File: src/shared/e8tc_regs.vh
// Register map, field positions, reset values and timing counts of the 8-bit timer control
`ifndef E8TC_REGS_VH
`define E8TC_REGS_VH
// ************************************************
// Register byte addresses
// ************************************************
`define E8TC_ADDR_CONTROL   12'hd00
`define E8TC_ADDR_LOW_HOLD  12'hd04
`define E8TC_ADDR_INT_STAT  12'hd08
`define E8TC_ADDR_INT_MASK  12'hd0c
`define E8TC_ADDR_COUNT     12'hd10
// ************************************************
// Control fields
// ************************************************
`define E8TC_CTL_ON         7
`define E8TC_CTL_ONESHOT    6
`define E8TC_CTL_FLAG       5
`define E8TC_CTL_PSC_HI     4
`define E8TC_CTL_PSC_LO     3
`define E8TC_CTL_CAP_MASK   2
`define E8TC_CTL_TMO_MASK   1
`define E8TC_CTL_PIN_SEL    0
// ************************************************
// Reset values and bus answers
// ************************************************
`define E8TC_CONTROL_RST    8'h00
`define E8TC_LOW_HOLD_RST   8'h00
`define E8TC_INT_RST        1'h0
`define E8TC_RESP_OKAY      2'h0
`define E8TC_RESP_SLVERR    2'h2
// ************************************************
// Prescale codes and divider width
// ************************************************
`define E8TC_PSC_DIV1       2'h0
`define E8TC_PSC_DIV2       2'h1
`define E8TC_PSC_DIV4       2'h2
`define E8TC_PSC_DIV8       2'h3
`define E8TC_PSC_W          3
`endif

File: src/core/e8tc_prescaler.v
// Counter clock enable divider for the 8-bit timer
`timescale 1ns/1ps
`default_nettype none
`include "e8tc_regs.vh"
module e8tc_prescaler
(
  input  wire       aclk,
  input  wire       aresetn,
  input  wire [1:0] prescale_select,
  output reg        tick
);
  reg [`E8TC_PSC_W-1:0] div_reg;
  reg                   hit;

  // ************************************************
  // Divider
  // ************************************************
  always @*
  begin
    case (prescale_select)
      `E8TC_PSC_DIV1: hit = 1'b1;
      `E8TC_PSC_DIV2: hit = div_reg[0];
      `E8TC_PSC_DIV4: hit = &div_reg[1:0];
      `E8TC_PSC_DIV8: hit = &div_reg;
      default:        hit = 1'b1;
    endcase
  end

  always @(posedge aclk)
  begin
    if (!aresetn)
    begin
      div_reg <= {`E8TC_PSC_W{1'b0}};
      tick    <= 1'b0;
    end
    else
    begin
      div_reg <= div_reg + {{(`E8TC_PSC_W-1){1'b0}}, 1'b1};
      tick    <= hit;
    end
  end
endmodule // e8tc_prescaler
`default_nettype wire

File: src/core/e8tc_top.v
// 8-bit timer control and status with an AXI4-Lite register slave
// Behaviour
// - Terminal-count flag, control bit 5, clears only on a written one.
// - Writing back a read 1 to bit 5 clears flag and resets timer.
// - Control bits: on 7, mode 6, flag 5, prescale 4:3, masks 2:1, pin 0.
// - Control register at D00h, all bits zero after reset.
// - Low-hold register holds the count loaded at every start and reload, at either output level.
// - Flag sets whenever the counter reaches terminal count.
// - Prescale 00 undivided, 01 by 2, 10 by 4, 11 by 8.
// - Mode 0 reloads at terminal count, mode 1 stops there.
`timescale 1ns/1ps
`default_nettype none
`include "e8tc_regs.vh"
module e8tc_top
#(
  parameter ADDR_W = 12
)
(
  input  wire              aclk,
  input  wire              aresetn,
  input  wire [ADDR_W-1:0] s_axi_awaddr,
  input  wire [2:0]        s_axi_awprot,
  input  wire              s_axi_awvalid,
  output reg               s_axi_awready,
  input  wire [31:0]       s_axi_wdata,
  input  wire [3:0]        s_axi_wstrb,
  input  wire              s_axi_wvalid,
  output reg               s_axi_wready,
  output reg  [1:0]        s_axi_bresp,
  output reg               s_axi_bvalid,
  input  wire              s_axi_bready,
  input  wire [ADDR_W-1:0] s_axi_araddr,
  input  wire [2:0]        s_axi_arprot,
  input  wire              s_axi_arvalid,
  output reg               s_axi_arready,
  output reg  [31:0]       s_axi_rdata,
  output reg  [1:0]        s_axi_rresp,
  output reg               s_axi_rvalid,
  input  wire              s_axi_rready,
  output reg               irq,
  output reg               timer_out,
  output reg               timer_pin_oe
);
  // ************************************************
  // State
  // ************************************************
  reg [7:0]        control_reg;
  reg [7:0]        low_phase_hold_reg;
  reg [7:0]        count_reg;
  reg              running_reg;
  reg              int_stat_reg;
  reg              int_mask_reg;
  reg              aw_held_reg;
  reg              w_held_reg;
  reg [ADDR_W-1:0] aw_addr_reg;
  reg [7:0]        w_data_reg;
  reg              w_lane_reg;
  wire             tick;
  wire             wr_go;
  wire             wr_ok;
  wire             wr_ctl;
  wire             flag_clr;
  wire             tc_event;
  wire             start;
  wire             psc_hit;

  function is_mapped;
    input [ADDR_W-1:0] a;
    begin
      is_mapped = (a == `E8TC_ADDR_CONTROL) || (a == `E8TC_ADDR_LOW_HOLD) ||
                  (a == `E8TC_ADDR_INT_STAT) || (a == `E8TC_ADDR_INT_MASK) ||
                  (a == `E8TC_ADDR_COUNT);
    end
  endfunction

  // ************************************************
  // Prescaler
  // ************************************************
  e8tc_prescaler u_prescaler
  (
    .aclk            (aclk),
    .aresetn         (aresetn),
    .prescale_select (control_reg[`E8TC_CTL_PSC_HI:`E8TC_CTL_PSC_LO]),
    .tick            (tick)
  );

  // ************************************************
  // Write channel
  // ************************************************
  // Address and data are taken independently and joined once both are held
  assign wr_go    = aw_held_reg && w_held_reg && !s_axi_bvalid;
  assign wr_ok    = wr_go && w_lane_reg;
  assign wr_ctl   = wr_ok && (aw_addr_reg == `E8TC_ADDR_CONTROL);
  assign flag_clr = wr_ctl && w_data_reg[`E8TC_CTL_FLAG];

  always @(posedge aclk)
  begin
    if (!aresetn)
    begin
      aw_held_reg   <= 1'b0;
      w_held_reg    <= 1'b0;
      aw_addr_reg   <= {ADDR_W{1'b0}};
      w_data_reg    <= 8'h00;
      w_lane_reg    <= 1'b0;
      s_axi_awready <= 1'b0;
      s_axi_wready  <= 1'b0;
      s_axi_bvalid  <= 1'b0;
      s_axi_bresp   <= `E8TC_RESP_OKAY;
    end
    else
    begin
      s_axi_awready <= !aw_held_reg && !(s_axi_awvalid && s_axi_awready) && !s_axi_bvalid;
      s_axi_wready  <= !w_held_reg && !(s_axi_wvalid && s_axi_wready) && !s_axi_bvalid;
      if (s_axi_awvalid && s_axi_awready)
      begin
        aw_held_reg <= 1'b1;
        aw_addr_reg <= s_axi_awaddr;
      end
      if (s_axi_wvalid && s_axi_wready)
      begin
        w_held_reg <= 1'b1;
        w_data_reg <= s_axi_wdata[7:0];
        w_lane_reg <= s_axi_wstrb[0];
      end
      if (wr_go)
      begin
        aw_held_reg  <= 1'b0;
        w_held_reg   <= 1'b0;
        s_axi_bvalid <= 1'b1;
        s_axi_bresp  <= is_mapped(aw_addr_reg) ? `E8TC_RESP_OKAY : `E8TC_RESP_SLVERR;
      end
      else if (s_axi_bvalid && s_axi_bready)
      begin
        s_axi_bvalid <= 1'b0;
      end
    end
  end

  // ************************************************
  // Registers
  // ************************************************
  always @(posedge aclk)
  begin
    if (!aresetn)
    begin
      control_reg        <= `E8TC_CONTROL_RST;
      low_phase_hold_reg <= `E8TC_LOW_HOLD_RST;
      int_mask_reg       <= `E8TC_INT_RST;
    end
    else
    begin
      if (wr_ctl)
      begin
        // Flag bit is never stored from the bus
        control_reg[7:6] <= w_data_reg[7:6];
        control_reg[4:0] <= w_data_reg[4:0];
      end
      // Set wins over a clear in the same cycle
      control_reg[`E8TC_CTL_FLAG] <= tc_event | (control_reg[`E8TC_CTL_FLAG] & ~flag_clr);
      if (wr_ok && (aw_addr_reg == `E8TC_ADDR_LOW_HOLD))
      begin
        low_phase_hold_reg <= w_data_reg;
      end
      if (wr_ok && (aw_addr_reg == `E8TC_ADDR_INT_MASK))
      begin
        int_mask_reg <= w_data_reg[0];
      end
    end
  end

  // ************************************************
  // Counter
  // ************************************************
  // A rising enable or a flag clear reloads the count, the timer reset condition
  assign start    = (wr_ctl && w_data_reg[`E8TC_CTL_ON] && !control_reg[`E8TC_CTL_ON]) || flag_clr;
  assign psc_hit  = tick && running_reg && control_reg[`E8TC_CTL_ON];
  assign tc_event = psc_hit && (count_reg == 8'h00);

  always @(posedge aclk)
  begin
    if (!aresetn)
    begin
      count_reg   <= 8'h00;
      running_reg <= 1'b0;
      timer_out   <= 1'b0;
    end
    else if (start)
    begin
      count_reg   <= low_phase_hold_reg;
      running_reg <= 1'b1;
      timer_out   <= 1'b0;
    end
    else if (tc_event)
    begin
      timer_out <= ~timer_out;
      if (control_reg[`E8TC_CTL_ONESHOT])
      begin
        running_reg <= 1'b0;
      end
      else
      begin
        count_reg <= low_phase_hold_reg;
      end
    end
    else if (psc_hit)
    begin
      count_reg <= count_reg - 8'h01;
    end
  end

  // ************************************************
  // Interrupt
  // ************************************************
  always @(posedge aclk)
  begin
    if (!aresetn)
    begin
      int_stat_reg <= `E8TC_INT_RST;
      irq          <= 1'b0;
      timer_pin_oe <= 1'b0;
    end
    else
    begin
      // Set wins over a write-one clear
      int_stat_reg <= (tc_event && control_reg[`E8TC_CTL_TMO_MASK]) |
                      (int_stat_reg & ~(wr_ok && (aw_addr_reg == `E8TC_ADDR_INT_STAT) && w_data_reg[0]));
      irq          <= int_stat_reg & int_mask_reg;
      timer_pin_oe <= control_reg[`E8TC_CTL_PIN_SEL];
    end
  end

  // ************************************************
  // Read channel
  // ************************************************
  always @(posedge aclk)
  begin
    if (!aresetn)
    begin
      s_axi_arready <= 1'b0;
      s_axi_rvalid  <= 1'b0;
      s_axi_rdata   <= 32'h00000000;
      s_axi_rresp   <= `E8TC_RESP_OKAY;
    end
    else
    begin
      s_axi_arready <= !s_axi_rvalid && !(s_axi_arvalid && s_axi_arready);
      if (s_axi_arvalid && s_axi_arready)
      begin
        s_axi_rvalid <= 1'b1;
        s_axi_rresp  <= is_mapped(s_axi_araddr) ? `E8TC_RESP_OKAY : `E8TC_RESP_SLVERR;
        case (s_axi_araddr)
          `E8TC_ADDR_CONTROL:  s_axi_rdata <= {24'h000000, control_reg};
          `E8TC_ADDR_LOW_HOLD: s_axi_rdata <= {24'h000000, low_phase_hold_reg};
          `E8TC_ADDR_INT_STAT: s_axi_rdata <= {31'h00000000, int_stat_reg};
          `E8TC_ADDR_INT_MASK: s_axi_rdata <= {31'h00000000, int_mask_reg};
          `E8TC_ADDR_COUNT:    s_axi_rdata <= {23'h000000, running_reg, count_reg};
          default:             s_axi_rdata <= 32'h00000000;
        endcase
      end
      else if (s_axi_rvalid && s_axi_rready)
      begin
        s_axi_rvalid <= 1'b0;
      end
    end
  end
endmodule // e8tc_top
`default_nettype wire

File: config.mk
export PLATFORM = sky130hd
export DESIGN_NAME = e8tc_top
export DESIGN_NICKNAME = d
export VERILOG_FILES = /design/src/core/e8tc_prescaler.v /design/src/core/e8tc_top.v
export VERILOG_INCLUDE_DIRS = /design/src /design/src/shared
export SDC_FILE = /design/constraint.sdc
export NUM_CORES = 1
export LEC_CHECK = 0
export BUFFER_PORTS_ARGS = -buffer_cell sky130_fd_sc_hd__buf_2
export CAP_MARGIN = 20
export CELL_PAD_IN_SITES_DETAIL_PLACEMENT = 0
export CELL_PAD_IN_SITES_GLOBAL_PLACEMENT = 1
export CORE_MARGIN = 3
export CORE_UTILIZATION = 35
export DETAILED_ROUTE_END_ITERATION = 7
export MAX_ROUTING_LAYER = met4
export PLACE_DENSITY = 0.74
export SLEW_MARGIN = 20
export SYNTH_ARGS = -nofsm -noshare
export SYNTH_HDL_FRONTEND = slang
export SYNTH_HIERARCHICAL = 1
export SYNTH_SLANG_ARGS = --single-unit
File: constraint.sdc
create_clock -name aclk -period 2 [get_ports aclk]
set_input_delay 0.1 -clock aclk [delete_from_list [all_inputs] [get_ports aclk]]
set_output_delay 0.1 -clock aclk [all_outputs]
set_load 0.01 [all_outputs]
# After elaboration in Yosys (flattened, before gate mapping)
# Index checks and enable logic that the tools add are counted.
# W data, S select, Z words.
# totals
ff_bits	98
inputBits	73
# op_classes
n_addsub	2
eq_ne	14
muxes	15
n_bitwise	9
reduce_logical	55
# ops
cell	count
$eq A12 B12 Y1 const B	10
$pmux W9 S5	1
$mux W8	4
$logic_and A1 B1 Y1	25
$logic_or A1 B1 Y1	9
$logic_not A1 Y1	8
$logic_not A8 Y1	1
$reduce_bool A2 Y1	4
$sub A8 B1 Y8 const B	1
$mux W1	7
$reduce_and A2 Y1	3
$eq A2 B2 Y1 const B	2
$mux W2	2
$not A1 Y1	4
$pmux W1 S4	1
$reduce_or A2 Y1	2
$add A3 B1 Y3 const B	1
$and A1 B1 Y1	3
$ne A3 B2 Y1 const B	1
$reduce_and A3 Y1	1
$reduce_bool A3 Y1	1
$eq A2 B1 Y1 const B	1
$logic_not A2 Y1	1
$or A1 B1 Y1	2

# Logic depth before layout (Yosys ltp)
# Gate-level depths: netlist (run 1).
# depth
word_depth	9
mapped_depth	7
mapped_depth_nobuf	7

# Modules after synthesis
# The synthesis (run 1) kept the hierarchy.
# modules_own_cells
module	instances	cells_per_inst	area_per_inst_um2	seq_area_each_um2
e8tc_top	1	366	3293.2	1381.3
e8tc_prescaler	1	13	160.2	80.1

# Worst setup path before layout (run 1)
# OpenSTA, ideal clock, no wires.
# synth_timing
path_kind	register -> register
startpoint	register s_axi_bvalid
endpoint	register count_reg[7]
setup_time_ns	0.118
arrival_ns	1.751
required_ns	1.882
slack_ns	0.131
stages_incl_launch_ff	6
path_buffers	0
period_less_slack_ns	1.869
cell_sequence	dfxtp_1 -> nand3b_1 -> or4_4 -> or3_1 -> a22oi_1 -> nor2b_1
# synth_between
elab_chain_len	9
# synth_rtl
item	line	source
from (decl)	e8tc_top.v:30	output reg s_axi_bvalid,
from (signal assigned)	e8tc_top.v:107	s_axi_bvalid <= 1'b0;
from (signal assigned)	e8tc_top.v:129	s_axi_bvalid <= 1'b1;
from (signal assigned)	e8tc_top.v:134	s_axi_bvalid <= 1'b0;
$logic_not A1 Y1 (*)	e8tc_top.v:91	assign wr_go = aw_held_reg && w_held_reg && !s_axi_bvalid;
$logic_and A1 B1 Y1 (*)	e8tc_top.v:91	
$logic_and A1 B1 Y1 (*)	e8tc_top.v:92	assign wr_ok = wr_go && w_lane_reg;
$logic_and A1 B1 Y1 (*)	e8tc_top.v:93	assign wr_ctl = wr_ok && (aw_addr_reg == `E8TC_ADDR_CONTROL);
$logic_and A1 B1 Y1 (2 in a row)	e8tc_top.v:175	assign start = (wr_ctl && w_data_reg[`E8TC_CTL_ON] && !control_reg[`E8TC_CTL_ON]) || flag_clr;
$logic_or A1 B1 Y1 (*)	e8tc_top.v:175	
$ne A3 B2 Y1 (no line) or $reduce_bool A3 Y1 (tied branches)	--	
$reduce_and A2 Y1 (no line)	--	
to (signal assigned)	e8tc_top.v:189	count_reg <= low_phase_hold_reg;
to (signal assigned)	e8tc_top.v:202	count_reg <= low_phase_hold_reg;
to (signal assigned)	e8tc_top.v:207	count_reg <= count_reg - 8'h01;
to (decl)	e8tc_top.v:49	reg [7:0] count_reg;
# Every way passes the cells marked *; elsewhere a longest branch is shown, timed or not.
# A chain may end at the register's enable or synchronous reset.

# Worst setup path after layout (run 1)
# layout_timing
startpoint	register count_reg[2]
endpoint	register count_reg[2]
# layout_between
elab_chain_len	4
# layout_rtl
item	line	source
$sub A8 B1 Y8 or $logic_not A8 Y1 (tied branches)	e8tc_top.v:207, e8tc_top.v:177	
$mux W8 or $logic_and A1 B1 Y1 (tied branches)	e8tc_top.v:205, e8tc_top.v:177	
$mux W8 (tied with other cells)	e8tc_top.v:193	else if (tc_event)
$mux W8 or $reduce_and A2 Y1 (tied branches)	--	
# Several ways; a longest one is shown, not always the timed one. The select of a mux whose other input is x is not followed.

==> run_results.csv, run 1 <==
group,metric,value,unit
outcome,status,"finished, final reports clean",
global_route,antenna_found_initial,0,
routing,detail_route.first_pass.iterations,4,
floorplanning,die_h,105,um
logic_synthesis,syn_area_per_cell,9.11,um^2
timing,period_needed,1.90,ns
cells_and_area,final_common_cell,"dfxtp_1",
timing,setup_viol,0,
cells_and_area,layout.nets,535,
cells_and_area,syn_to_final_growth,19.3,%
cells_and_area,drive_gt1_share,22.2,%
clock_tree,clock_sinks,73,
routing,wl_met1,3.81,mm
power_and_ir_drop,power_leakage,1.61,nW
floorplanning,die_w,105,um
setup_path,r2r_start,"count_reg[2]",
setup_path,critPathMaxFanout,4,
setup_path,crit_path_start_kind,"register",
floorplanning,rows,35,
cells_and_area,multi_input_area,1780,um^2
global_route,grt_pass1_vias,2705,
logic_synthesis,ys_warn_count,6,
logic_synthesis,ys.flop_type,"dfxtp_1",
power_and_ir_drop,peakVddDrop,0.000291,V
clock_tree,tritoncts,"built",
global_route,grt_pass1_wl,13.0,mm
clock_tree,cts_root_buf,"clkbuf_8",
clock_tree,cts-hold-fix-buffers,9,
setup_path,end_kind,"register",
logic_synthesis,syn-cell-area,3450,um^2
routing,highest_layer,"met4",
setup_path,crit_top_cell,"or4_4",
routing,vias,2762,
logic_synthesis,postSynth.asyncResetShare,0,%
global_route,grt_util_all_layers,14.8,%
placement,numPortBuffers,58,
routing,routed_wl,7.66,mm
routing,routed-wl-met2,3.44,mm
routing,ant_nets,0,
cells_and_area,final_area,4120,um^2
setup_path,cpPeakStageDelay,0.56,ns
setup_path,r2r-end,"count_reg[2]",
logic_synthesis,yosys_register_bits,73,
logic_synthesis,synth-edff-count,0,
floorplanning,core_area,9420,um^2
cells_and_area,diodes,0,
cells_and_area,largest_register_ffs,12,
logic_synthesis,synth_cells,379,
timing,rsz0062_at_grt,"false",
placement,placed_area,3880,um^2
global_route,grt-ovfl-total,0,
logic_synthesis,ys_seq_area_share,42.3,%
timing,setup_tns,0,ns
cells_and_area,nFillCells,958,
timing,finalCritPeriodShare,95.2,%
placement,dp_hpwl,5.73,mm
timing,finalHoldViolCount,0,
cells_and_area,final_cell_mix,"dfxtp_1 (73), nand2_1 (61), buf_2 (58)",
routing,vias_per_cell,4.69,
timing,hold_slack,0.0177,ns
power_and_ir_drop,power.total,0.00270,W
setup_path,reg2reg_slack,0.1,ns
setup_path,required,2.27,ns
min_path,min_path_type,"in2reg",
timing,worstMarginPinSlew,0.645,ns
timing,slew_viol_final,0,
clock_tree,cts.clk_slew.worst_paths,0.07,ns
clock_tree,max-clock-path-buffers,2,
floorplanning,initial_utilization,36.7,%
floorplanning,io_pins,117,
timing,max_freq,0.525,GHz
clock_tree,post_cts_resized,0,
timing,fin_skew,0.0104,ns
job,cap_violations,0,
setup_path,crit_chain,"or4_4, or4_4, o32ai_4, a22oi_2, nor2b_1",
setup_path,worstSetupPathType,"reg2reg",
cells_and_area,seqCellArea,1460,um^2
routing,route.met3.wl,333,um
power_and_ir_drop,power_density,655,nW/um^2
min_path,hold_depth,3,
clock_tree,postCtsSetupBuffers,0,
floorplanning,die_area,11100,um^2
global_route,grt_max_degree,35,
timing,relSlewSlack,57.0,%
setup_path,reg2regPathDepth,5,
clock_tree,htree_levels,3,
routing,avgRoutedWirePerCell,13.0,um
min_path,hold_end,"w_data_reg[4]",
min_path,hp-start,"s_axi_wdata[4]",
routing,drt_iter0_markers,93,
logic_synthesis,ys_types,52,
routing,drc,0,
setup_path,cp.arrival,2.17,ns
placement,gp_congestion,0.852,
setup_path,slowest_stage,"or4_4",
clock_tree,clk_latency,0.34,ns
clock_tree,numCtsBuffers,9,
## Yosys cell counts, drive strengths merged, types with 2 or more instances
| master | count | area share (%) |
|---|---|---|
| a211oi | 2 | 0.58 |
| ha | 4 | 1.4 |
| mux2i | 24 | 7.0 |
| mux2 | 3 | 0.98 |
| nand4 | 3 | 0.54 |
| nor2 | 12 | 1.3 |
| nand2 | 61 | 6.6 |
| inv | 15 | 1.6 |
| clkbuf | 14 | 1.5 |
| o21a | 2 | 0.43 |
| o221ai | 7 | 1.8 |
| nor2b | 21 | 3.8 |
| buf | 26 | 5.5 |
| o211a | 3 | 0.87 |
| a31oi | 3 | 0.54 |
| nand2b | 5 | 0.91 |
| a22oi | 2 | 0.58 |
| or4 | 3 | 0.98 |
| nor3 | 8 | 1.8 |
| o2bb2ai | 5 | 1.3 |
| nand3 | 5 | 0.72 |
| nor3b | 4 | 1.0 |
| nor4b | 2 | 0.51 |
| nand4bb | 2 | 0.65 |
| a21oi | 6 | 0.87 |
| nor4 | 5 | 1.1 |
| and2 | 7 | 1.3 |
| and3 | 2 | 0.36 |
| a21boi | 28 | 6.1 |
| o21ai | 8 | 1.2 |
| dfxtp | 73 | 42 |
| nand4b | 2 | 0.51 |
## metrics by stage
| stage | utilization (%) | setup WS [ns] | cells |
|---|---|---|---|
| global route | 43.7 | 0.00832 | 589 |
| floorplan | - | 0.131 | 403 |
| finish | 43.7 | 0.0970 | 589 |
| global placement | 41.2 | 0.117 | 567 |
| detailed placement | 41.2 | 0.135 | 567 |
| CTS | 43.7 | 0.107 | 589 |
## critical path, delay by kind of cell, from the launching register on
kind            cells  cell delay (ns)
compound gates      2             0.32
flops               1             0.31
simple gates        3             1.21
## worst max path at each step
stage / start / endpoint / cells past startpoint
6_report: count_reg[2] / count_reg[2] / 5
5_1_grt: count_reg[0] / count_reg[5] / 7
4_1_cts: count_reg[2] / count_reg[2] / 5
3_5_place_dp: count_reg[2] / count_reg[7] / 5
3_3_place_gp: count_reg[2] / count_reg[2] / 5
2_1_floorplan: s_axi_bvalid / count_reg[7] / 5
## cell type report
class	instances	share of cell area, %
repair buffers	84	12.3
multi-input cells	275	43.3
inverters	15	1.37
clock inverters	1	0.122
well taps	129	3.92
clock buffers	12	3.52
flip-flops and latches	73	35.5
## report_power, final
| group | total, W | internal (W) | switching [W] | leakage (nW) |
|---|---|---|---|---|
| sequential | 0.00152 | 0.00149 | 0.0000286 | 0.593 |
| combinational | 0.000222 | 0.0000996 | 0.000123 | 0.939 |
| clock | 0.000954 | 0.000463 | 0.000491 | 0.0782 |
## metal layers
| metal | vias to the layer above | GRT usage, % |
|---|---|---|
| li1 | 1430 | - |
| met1 | 1254 | 19.6 |
| met2 | 70 | 22.0 |
| met3 | 8 | 4.04 |
| met4 | 0 | 4.59 |
| met5 | - | - |
## cell families after synthesis
group           Yosys count  synth area share, %
simple gates            145                 22.7
compound gates           73                 16.6
flops                    73                 42.3
buf+inv                  55                 8.70
mux                      27                 7.93
fa+ha+maj                 4                 1.45
other cells               1                0.109
xor+xnor                  1                0.254
Power figures use the tool's default switching activity.
==> run 2: changes to the inputs <==
Settings changed: BUFFER_PORTS_ARGS -buffer_cell sky130_fd_sc_hd__buf_2 to unset, DONT_BUFFER_PORTS set to 1, PLACE_DENSITY 0.74 to 0.6.
==> run_results.csv, run 2 (synthesis results as in run 1) <==
group,metric,value,unit
outcome,status,"finished, final reports clean",
power_and_ir_drop,peakVddDrop,0.000338,V
floorplanning,die_h,105,um
timing,period_needed,1.88,ns
timing,max_freq,0.531,GHz
min_path,hp-start,"s_axi_araddr[3]",
cells_and_area,final_cell_mix,"dfxtp_1 (73), nand2_1 (61), a21boi_0 (27)",
global_route,grt_pass1_vias,2628,
cells_and_area,syn_to_final_growth,18.0,%
placement,place_inst,509,
clock_tree,numCtsBuffers,9,
global_route,antenna_found_initial,0,
timing,setup_viol,0,
setup_path,cpPeakStageDelay,0.58,ns
floorplanning,die_area,11100,um^2
setup_path,critical_path_buf_inv_count,0,
timing,worstMarginPinSlew,0.678,ns
routing,routed_wl,8.02,mm
cells_and_area,final_common_cell,"dfxtp_1",
min_path,hold_end,"s_axi_rdata[8]",
global_route,grt_util_all_layers,15.5,%
global_route,grt_pass1_wl,13.6,mm
setup_path,critPathTopFamily,"simple AND/OR/NAND/NOR gates",
cells_and_area,multi_input_area,1800,um^2
placement,dp_hpwl,5.78,mm
timing,finalHoldViolCount,0,
power_and_ir_drop,power_density,722,nW/um^2
floorplanning,io_pins,117,
placement,gp_congestion,0.842,
placement,numPortBuffers,0,
global_route,grt_max_degree,58,
floorplanning,die_w,105,um
routing,drc,0,
timing,slew_viol_final,0,
setup_path,r2r_start,"count_reg[2]",
routing,avgRoutedWirePerCell,14.6,um
setup_path,cp.arrival,2.16,ns
setup_path,required,2.28,ns
timing,setup_tns,0,ns
setup_path,reg2regPathDepth,5,
setup_path,crit_top_cell,"or4_4",
floorplanning,core_area,9420,um^2
routing,vias,2638,
clock_tree,max-clock-path-buffers,2,
min_path,hold_depth,3,
routing,detail_route.first_pass.iterations,4,
cells_and_area,seqCellArea,1460,um^2
cells_and_area,nFillCells,948,
setup_path,slowest_stage,"or4_4",
clock_tree,cts_root_buf,"clkbuf_8",
min_path,min_path_type,"in2reg",
cells_and_area,finalNonFillerCells,550,
floorplanning,rows,35,
timing,relSlewSlack,54.8,%
timing,finalCritPeriodShare,94.2,%
routing,drt_iter0_markers,66,
global_route,grt-ovfl-total,0,
setup_path,reg2reg_slack,0.12,ns
timing,rsz0062_at_grt,"false",
floorplanning,initial_utilization,36.7,%
setup_path,crit_path_start_kind,"register",
routing,vias_per_cell,4.80,
job,cap_violations,0,
clock_tree,clock_sinks,73,
timing,fin_skew,0.00829,ns
cells_and_area,diodes,0,
power_and_ir_drop,power_leakage,1.46,nW
setup_path,critPathMaxFanout,5,
clock_tree,clk_latency,0.34,ns
setup_path,end_kind,"register",
cells_and_area,drive_gt1_share,12.6,%
clock_tree,htree_levels,3,
clock_tree,tritoncts,"built",
cells_and_area,layout.nets,493,
clock_tree,cts.clk_slew.worst_paths,0.08,ns
setup_path,worstSetupPathType,"reg2reg",
setup_path,r2r-end,"count_reg[2]",
setup_path,crit_chain,"or4_4, or4_4, o32ai_4, a22oi_2, nor2b_1",
cells_and_area,largest_register_ffs,12,
routing,ant_nets,0,
## run 2: cell count changes in the layout (fill, tap and decap cells not counted), moves of 2 or more
| cell | previous run | this run |
|---|---|---|
| clkbuf_1 | 2 | 0 |
| inv_6 | 0 | 3 |
| buf_2 | 58 | 0 |
| dlygate4sd3_1 | 9 | 24 |
## run 2: through the flow
| stage | utilization (%) | area (um^2) | setup slack, ns | power, W | hold slack, ns |
|---|---|---|---|---|---|
| after floorplan | - | 3540 | 0.131 | 0.00172 | 0.222 |
| after global placement | 38.1 | 3590 | 0.115 | 0.00170 | 0.231 |
| after detailed placement | 38.1 | 3590 | 0.0952 | 0.00170 | 0.233 |
| after CTS | 43.1 | 4060 | 0.0832 | 0.00299 | 0.00203 |
| after global routing | 43.3 | 4070 | 0.0199 | 0.00309 | 0.00963 |
| final | 43.3 | 4070 | 0.116 | 0.00294 | 0.0145 |
## run 2: what timing repair did
action                                  in CTS  in global routing
buffers inserted                             0                  0
gates resized for setup                      0                  3
endpoints found under the setup margin       0                  5
hold buffers                                25                  0
endpoints found under the hold margin       62                  0
## run 2: routing by layer
layer  routed length [um]  GRT usage (%)  part of all wire (%)  up-vias
met5                    0              -                     0        -
met4                  129           4.97                   1.6        0
met3                  417           3.74                   5.2       11
met2                 3730           24.5                    46       72
met1                 3750           19.5                    47     1206
li1                     -              -                     -     1349
## run 2: report_power, final
| part | switching (W) | internal [W] |
|---|---|---|
| clock network | 0.000593 | 0.000626 |
| logic | 0.000104 | 0.0000896 |
| registers | 0.0000368 | 0.00149 |
| total | 0.000734 | 0.00221 |
## run 2: area by class of cell
type,instances,area share [%]
Clock inverter,6,1.78
Tap cell,129,3.96
Clock buffer,10,3.38
Sequential cell,73,35.9
Multi-Input combinational cell,275,44.1
Timing Repair Buffer,42,9.52
Inverter,15,1.38
## run 2: worst max path at each step
stage	slack, ns	endpoint	from	cells past startpoint
6_report	0.12	count_reg[2]	count_reg[2]	5
5_1_grt	0.02	count_reg[7]	count_reg[2]	5
4_1_cts	0.08	count_reg[7]	count_reg[2]	5
3_5_place_dp	0.1	count_reg[7]	count_reg[2]	5
3_3_place_gp	0.11	count_reg[7]	count_reg[2]	5
2_1_floorplan	0.13	count_reg[7]	s_axi_bvalid	5
## run 2: worst min-delay path, delay by kind of cell
family	cells	cell delay [ns]
AOI/OAI and AO/OA	1	0.08
and+or+nand+nor	2	0.13
